## config.mk

```make
export PLATFORM = sky130hd
export DESIGN_NAME = rcfg_fanout
export DESIGN_NICKNAME = d
export VERILOG_FILES = /design/src/rcfg_pkg.sv /design/src/rcfg_gate_if.sv /design/src/rcfg_fanout.sv /design/src/rcfg_out_gate.sv
export SDC_FILE = /design/constraint.sdc
export NUM_CORES = 1
export LEC_CHECK = 0
export ABC_AREA = 1
export BUFFER_PORTS_ARGS = -buffer_cell sky130_fd_sc_hd__buf_4
export CORE_MARGIN = 5
export CORE_UTILIZATION = 50
export DETAILED_ROUTE_END_ITERATION = 7
export PLACE_DENSITY = 0.67
export SLEW_MARGIN = 10
export SYNTH_ARGS = -nofsm -noshare
export SYNTH_HDL_FRONTEND = slang
export SYNTH_SLANG_ARGS = --single-unit
```

## constraint.sdc

```tcl
create_clock -name clk -period 1.7 [get_ports clk]
set_input_delay 0.425 -clock clk [delete_from_list [all_inputs] [get_ports clk]]
set_output_delay 0.425 -clock clk [all_outputs]
set_load 0.005 [all_outputs]
```

## src/rcfg_pkg.sv

```systemverilog
// Constants and types for the two-output reference clock fan-out gating block
// What this block does
// RULE_01: Enable pins are active low; 0 drives the output, 1 tri-states it.
// RULE_02: Each of the two outputs has its own enable, switched independently.
// RULE_03: Enables may change any time; they are synchronised before use.
// RULE_04: A tri-stated output resumes driving without a runt pulse.
// RULE_05: Enable assertion to output toggling takes two to six clock periods.
// RULE_06: An output stops driving without a runt pulse before tri-state.
// RULE_07: Enable deassertion to tri-state takes two to six clock periods.
// RULE_08: On supply detection, leave power-off and wait 0.2 to 0.3 ms.
// RULE_09: After the delay, wait until a valid reference clock is present.
// RULE_10: With a valid reference clock, enter operating state and enable outputs.
// RULE_11: Both outputs stay tri-stated until the operating state is reached.
// RULE_12: Gating changes only in the reference clock low phase, keeping full pulses.
package rcfg_pkg;

    localparam int RCFG_OUTPUTS = 2;
    localparam int RCFG_CLK_PERIOD_NS = 10;
    // Least power-up delay, in microseconds
    localparam int RCFG_PWR_DELAY_US = 200;
    localparam int RCFG_NS_PER_US = 1000;
    // Least time rounds up to whole cycles
    localparam int RCFG_PWR_DELAY_CYC =
        (RCFG_PWR_DELAY_US * RCFG_NS_PER_US + RCFG_CLK_PERIOD_NS - 1) / RCFG_CLK_PERIOD_NS;

    // Idle level of a synchronised active-low enable
    localparam logic RCFG_ENABLE_N_IDLE = 1'b1;
    localparam logic RCFG_GATE_RESET = 1'b0;
    localparam logic RCFG_SYNC_RESET_LOW = 1'b0;

    typedef enum logic [1:0] {
        st_power_off,
        st_power_delay,
        st_wait_ref,
        st_operating
    } rcfg_state_t;

endpackage

```

## src/rcfg_gate_if.sv

```systemverilog
// Request and gate state passed between the sequencer and the output gates
`timescale 1ns/1ps
interface rcfg_gate_if
    import rcfg_pkg::*;
#(
    parameter int N = RCFG_OUTPUTS
);
    logic [N-1:0] want;
    logic ready;
    logic [N-1:0] gate_on;

    modport seq (output want, output ready, input gate_on);
    modport gate (input want, input ready, output gate_on);
endinterface

```

## src/rcfg_fanout.sv

```systemverilog
// Top of the fan-out buffer: power-up sequencer, enable synchronisers, outputs
`timescale 1ns/1ps
module rcfg_fanout
    import rcfg_pkg::*;
#(
    parameter int PWR_DELAY_CYC = RCFG_PWR_DELAY_CYC
)(
    input wire logic clk,                                   // Reference clock input
    input wire logic srst,                                  // Power-on reset, active high
    input wire logic supply_ok,                             // Supply present, async level
    input wire logic ref_clk_ok,                            // Reference clock valid, async
    input wire logic out_enable_first_n,                    // Enable output 0, active low
    input wire logic out_enable_second_n,                   // Enable output 1, active low
    output logic [rcfg_pkg::RCFG_OUTPUTS-1:0] fanout_clk_out, // Gated clock outputs
    output logic [rcfg_pkg::RCFG_OUTPUTS-1:0] fanout_oe,      // High while output driven
    output logic operating                                  // Sequencer in operating state
);
    import rcfg_pkg::*;

    localparam int CW = $clog2(PWR_DELAY_CYC + 1);
    localparam logic [CW-1:0] DELAY_LAST = CW'(PWR_DELAY_CYC - 1);
    localparam logic [CW-1:0] CNT_ZERO = '0;
    localparam logic [CW-1:0] CNT_ONE = CW'(1);

    rcfg_gate_if #(.N(RCFG_OUTPUTS)) gif ();

    rcfg_state_t state;
    rcfg_state_t next_state;
    logic [CW-1:0] delay_cnt;
    logic [CW-1:0] next_delay_cnt;

    // Two-stage synchronisers; stage one feeds stage two only
    logic supply_meta;
    logic supply_s;
    logic ref_meta;
    logic ref_s;
    logic [RCFG_OUTPUTS-1:0] en_n_raw;
    logic [RCFG_OUTPUTS-1:0] en_n_meta;
    logic [RCFG_OUTPUTS-1:0] en_n_s;

    assign en_n_raw = {out_enable_second_n, out_enable_first_n};

    always_ff @(posedge clk)
    begin
        if (srst)
        begin
            supply_meta <= RCFG_SYNC_RESET_LOW;
            supply_s <= RCFG_SYNC_RESET_LOW;
            ref_meta <= RCFG_SYNC_RESET_LOW;
            ref_s <= RCFG_SYNC_RESET_LOW;
            en_n_meta <= {RCFG_OUTPUTS{RCFG_ENABLE_N_IDLE}};
            en_n_s <= {RCFG_OUTPUTS{RCFG_ENABLE_N_IDLE}};
        end
        else
        begin
            supply_meta <= supply_ok;
            supply_s <= supply_meta;
            ref_meta <= ref_clk_ok;
            ref_s <= ref_meta;
            en_n_meta <= en_n_raw; // RULE_03
            en_n_s <= en_n_meta; // RULE_03
        end
    end

    wire delay_done = (delay_cnt == DELAY_LAST);

    // Loss of supply drops back to power-off from any state
    always_comb
    begin
        next_state = state;
        unique case (state)
            st_power_off:
                if (supply_s)
                    next_state = st_power_delay; // RULE_08
            st_power_delay:
                if (!supply_s)
                    next_state = st_power_off;
                else if (delay_done)
                    next_state = st_wait_ref; // RULE_08
            st_wait_ref:
                if (!supply_s)
                    next_state = st_power_off;
                else if (ref_s)
                    next_state = st_operating; // RULE_09 RULE_10
            st_operating:
                if (!supply_s)
                    next_state = st_power_off;
        endcase
    end

    assign next_delay_cnt = (state == st_power_delay && !delay_done)
                            ? delay_cnt + CNT_ONE : CNT_ZERO;

    always_ff @(posedge clk)
    begin
        if (srst)
        begin
            state <= st_power_off;
            delay_cnt <= CNT_ZERO;
        end
        else
        begin
            state <= next_state;
            delay_cnt <= next_delay_cnt; // RULE_08
        end
    end

    // Requests are held off entirely until the operating state
    assign gif.ready = (state == st_operating); // RULE_11 RULE_10
    assign gif.want = ~en_n_s; // RULE_01 RULE_02

    rcfg_out_gate u_gate (
        .clk (clk),
        .srst (srst),
        .gif (gif.gate)
    );

    // Gate only changes while clk is low, so the AND yields whole pulses
    assign fanout_clk_out = gif.gate_on & {RCFG_OUTPUTS{clk}}; // RULE_12
    assign fanout_oe = gif.gate_on; // RULE_01
    assign operating = gif.ready;

    a_off_tristate: assert property ( // RULE_11
        @(posedge clk) disable iff (srst)
        (state != st_operating) ##1 (state != st_operating) |-> fanout_oe == '0)
        else $error("Output driven before operating state");

    a_power_leave_off: assert property ( // RULE_08
        @(posedge clk) disable iff (srst)
        (state == st_power_off && supply_s) |=> state == st_power_delay)
        else $error("Supply detected but delay not entered");

    a_delay_length: assert property ( // RULE_08
        @(posedge clk) disable iff (srst)
        (state == st_power_delay && $past(state) == st_power_delay
            && $past(state, 2) != st_power_delay && supply_s)
        |-> ##(2) 1'b1 ##0 (delay_cnt != CNT_ZERO || state != st_power_delay))
        else $error("Delay counter did not advance");

    a_delay_exit: assert property ( // RULE_08
        @(posedge clk) disable iff (srst)
        (state == st_power_delay && $past(state) == st_power_delay && next_state == st_wait_ref)
        |-> delay_cnt == DELAY_LAST)
        else $error("Delay left before its full length");

    a_wait_for_ref: assert property ( // RULE_09
        @(posedge clk) disable iff (srst)
        (state == st_wait_ref && !ref_s && supply_s) |=> state == st_wait_ref)
        else $error("Left waiting state without a valid reference");

    a_enter_operating: assert property ( // RULE_10
        @(posedge clk) disable iff (srst)
        (state == st_wait_ref && ref_s && supply_s) |=> operating)
        else $error("Valid reference did not reach operating state");

    generate
        for (genvar g = 0; g < RCFG_OUTPUTS; g++)
        begin : g_chk
            a_enable_latency: assert property ( // RULE_05
                @(posedge clk) disable iff (srst)
                (operating && $fell(en_n_raw[g])) ##1 (operating && !en_n_raw[g]) [*2]
                |-> fanout_oe[g])
                else $error("Output not enabled within the allowed latency");
            a_disable_latency: assert property ( // RULE_07
                @(posedge clk) disable iff (srst)
                $rose(en_n_raw[g]) ##1 en_n_raw[g] [*2] |-> !fanout_oe[g])
                else $error("Output not tri-stated within the allowed latency");
            a_outputs_indep: assert property ( // RULE_02
                @(posedge clk) disable iff (srst)
                ($changed(fanout_oe[g]) && $stable(state)) |-> $changed(gif.want[g]))
                else $error("Output changed without its own enable changing");
        end
    endgenerate
endmodule

```

## src/rcfg_out_gate.sv

```systemverilog
// Low-phase output gate for all fan-out outputs
`timescale 1ns/1ps
module rcfg_out_gate
    import rcfg_pkg::*;
(
    input wire logic clk,         // Reference clock
    input wire logic srst,        // Synchronous reset, active high
    rcfg_gate_if.gate gif         // Requests in, gate state out
);
    logic [$bits(gif.want)-1:0] next_gate;

    assign next_gate = gif.want & {$bits(gif.want){gif.ready}};

    // Falling edge update: the clock is low, so no pulse is cut short
    always_ff @(negedge clk)
    begin
        if (srst)
            gif.gate_on <= {$bits(gif.want){RCFG_GATE_RESET}};
        else
            gif.gate_on <= next_gate; // RULE_12 RULE_04 RULE_06
    end

    generate
        for (genvar g = 0; g < $bits(gif.want); g++)
        begin : g_chk
            a_rise_needs_want: assert property ( // RULE_04
                @(posedge clk) disable iff (srst)
                $rose(gif.gate_on[g]) |-> gif.want[g] && gif.ready)
                else $error("Gate opened without a request");
            a_fall_needs_drop: assert property ( // RULE_06
                @(posedge clk) disable iff (srst)
                $fell(gif.gate_on[g]) |-> !(gif.want[g] && gif.ready))
                else $error("Gate closed while still requested");
        end
    endgenerate
endmodule

```

==> run_results.csv <==
group,metric,value,unit
cts,post_cts_buffers,0,
finish,diodes,0,
floorplanning,fp.coreArea,2432,µm²
detailed_routing,wl_per_cell,10.39,µm
yosys,synth-seq-cells,27,
timing,maxSlewViolCount,0,
cts,clkTransAtPathRegs,150,ps
timing,finalSetupViolations,6,
worst_setup_path,rr_endpoint,"u_gate.gif.gate_on[0]",
worst_setup_path,critPathKind,"reg -> out",
worst_hold_path,worstHoldStart,"out_enable_second_n",
floorplanning,die_x,60.15,µm
detailed_routing,vias_per_cell,4.816,
floorplanning,start_util,0.5170,
floorplanning,io_pins,11,
yosys,synth_top_area_cell,"dfxtp_1",
placement,gp_congestion,0.7999,
timing,hold_viol,0,
placement,dp_hpwl,1683,µm
yosys,yosysWarnings,0,
finish,area_growth,14.13,%
worst_hold_path,min_to,"en_n_meta[1]",
global_routing,grt_pass1_wl,4043,µm
worst_setup_path,r2r_slack,180,ps
timing,worst_slew_pin_slew,353.6,ps
global_routing,grt_start_max_net_pins,17,
power_and_ir_drop,powerDensity,787.0,nW/µm²
global_routing,grt_pass1_vias,1030,
worst_setup_path,crit_required,1270,ps
finish,multi_input_area,575.6,µm²
yosys,synth_nets,171,
yosys,synth.distinct_cells,25,
power_and_ir_drop,p_leak,0.5905,nW
cts,clk_latency,510,ps
detailed_routing,drt-pass1-iter-count,4,
global_routing,grt_use_total,0.1509,
finish,fillers,236,
yosys,ys.flop_type,"dfxtp_1",
detailed_routing,totalWireLength,2202,µm
outcome,status,"finished, violations left",
worst_setup_path,critPathCaptureType,"output port",
yosys,synthArstFlopShare,0,
finish,design_area,1435,µm²
placement,dpl_worst_slack,-65.63,ps
floorplanning,die_area,3618,µm²
placement,port_buffers,10,
outcome,violations,"negative setup slack",
finish,drive_gt1_frac,0.3132,
cts,hold_buffers,0,
yosys,synth.top_cell.area_share,0.4299,
worst_hold_path,min_path_type,"in -> reg",
worst_setup_path,r2r_cells,2,
detailed_routing,drc,0,
worst_setup_path,r2r-start,"state[0]",
flow_run,cap_violations,0,
yosys,yosysMostFrequentCell,"inv_1",
yosys,syn-cell-area,1257,µm²
worst_hold_path,hold_depth,2,
yosys,synth_common_cells,"inv_1, dfxtp_1, nand2_1",
timing,rsz0062_at_grt,"yes",
detailed_routing,drt_iter0_markers,54,
cts,cts_tree,"built",
timing,relSlewSlack,0.7638,
finish,final_nets,190,
worst_setup_path,crit_fanout,2,
finish,seq_area,543.0,µm²
timing,setup_ws,-603.4,ps
detailed_routing,vias,1021,
floorplanning,die_y,60.15,µm
worst_setup_path,worstPathArrival,1880,ps
yosys,synth_edf_count,0,
global_routing,antenna_found_initial,0,
worst_setup_path,startpoint_type,"register",
floorplanning,fp-row-count,18,
yosys,yosysSeqAreaShare,0.4299,
global_routing,overflow,0,
timing,fin_worst_skew,71.13,ps
timing,whs,153.4,ps
power_and_ir_drop,peakVddDrop,0.7039,mV
yosys,synth_area_per_cell,7.667,µm²
placement,placed_cell_area,1354,µm²
detailed_routing,antenna_left,0,
yosys,synth.area.top_cells,"dfxtp_1, inv_1, nand2_1",
yosys,synthCells,164,
-- how the worst max path moves through the flow --
stage / start / to / slack (ps) / cells past startpoint
after CTS: u_gate.gif.gate_on[0] / fanout_clk_out[0] / -630 / 3
after global placement: u_gate.gif.gate_on[1] / fanout_clk_out[1] / -60 / 3
after detailed placement: u_gate.gif.gate_on[0] / fanout_clk_out[0] / -70 / 3
final: u_gate.gif.gate_on[1] / fanout_clk_out[1] / -600 / 3
after global routing: u_gate.gif.gate_on[0] / fanout_clk_out[0] / -670 / 3
after floorplan: u_gate.gif.gate_on[0] / fanout_clk_out[0] / 1 / 2
-- per-layer routing --
layer  part of all wire  track usage
met3              0.043      0.06048
met1               0.47       0.1805
met4              0.011      0.09494
met2               0.48       0.2222
met5                  0            0
-- cell usage in the layout (no fill, tap or decap), types with 3 or more instances in the layout --
master,n
a21oi_2,5
or2_2,5
nand3_1,12
nand2_1,23
nor3_1,6
nand2_2,8
dfxtp_1,25
buf_6,3
nor2_2,9
xor2_1,4
inv_2,4
nor2_1,16
inv_1,29
nor2_4,3
buf_4,8
clkbuf_4,7
-- power by group --
| group | internal [W] | switching [W] | leakage, nW | total [W] |
|---|---|---|---|---|
| Sequential | 0.000643 | 0.00000301 | 0.220 | 0.000646 |
| Clock | 0.000203 | 0.000252 | 0.0788 | 0.000455 |
| Combinational | 0.0000153 | 0.0000126 | 0.291 | 0.0000279 |
-- cells by family (layout without fill, tap and decap cells) --
kind of cell             count (synthesis)  count (layout)  share of synthesized area
XOR/XNOR                                 4               4                    0.02786
flip-flops                              27              27                     0.4299
AO/OA/AOI/OAI                           12              12                    0.06865
AND/OR/NAND/NOR                         86              86                     0.3493
adder cells (fa/ha/maj)                  1               1                   0.009949
buffers and inverters                   34              52                     0.1144
-- sequential cells by signal, indices dropped and copies added (netlist names) --
name                flops
ref_s                   1
delay_cnt              15
supply_s                1
state                   2
ref_meta                1
u_gate.gif.gate_on      2
supply_meta             1
en_n_s                  2
en_n_meta               2
-- metrics by stage --
stage / std cells / power (W) / util / TNS [ps]
after global routing: 212 / 0.001191 / 0.5900 / -2491
final: 212 / 0.001129 / 0.5900 / -2232
after global placement: 203 / 0.0006992 / 0.5566 / -124.6
after detailed placement: 203 / 0.0007002 / 0.5566 / -130.3
after CTS: 212 / 0.001147 / 0.5874 / -2326
after floorplan: 164 / 0.0006882 / - / 0
-- critical path, stage by stage, from the launching register on --
cell	delay, ps
dfxtp_2	330
nand2_1	50
inv_1	60
buf_6	90
-- area by class of cell --
class / instances / area share
Clock buffer: 9 / 0.05231
Clock inverter: 5 / 0.01656
Inverter: 29 / 0.07585
Multi-Input combinational cell: 103 / 0.4010
Sequential cell: 27 / 0.3784
Tap cell: 30 / 0.02616
Timing Repair Buffer: 9 / 0.04969
-- timing repair --
action / CTS / global route
pin swaps: 2 / 0
gates resized for setup: 4 / 3
endpoints found under the setup margin: 6 / 6
Note: power is estimated with default switching activity, not from simulation.
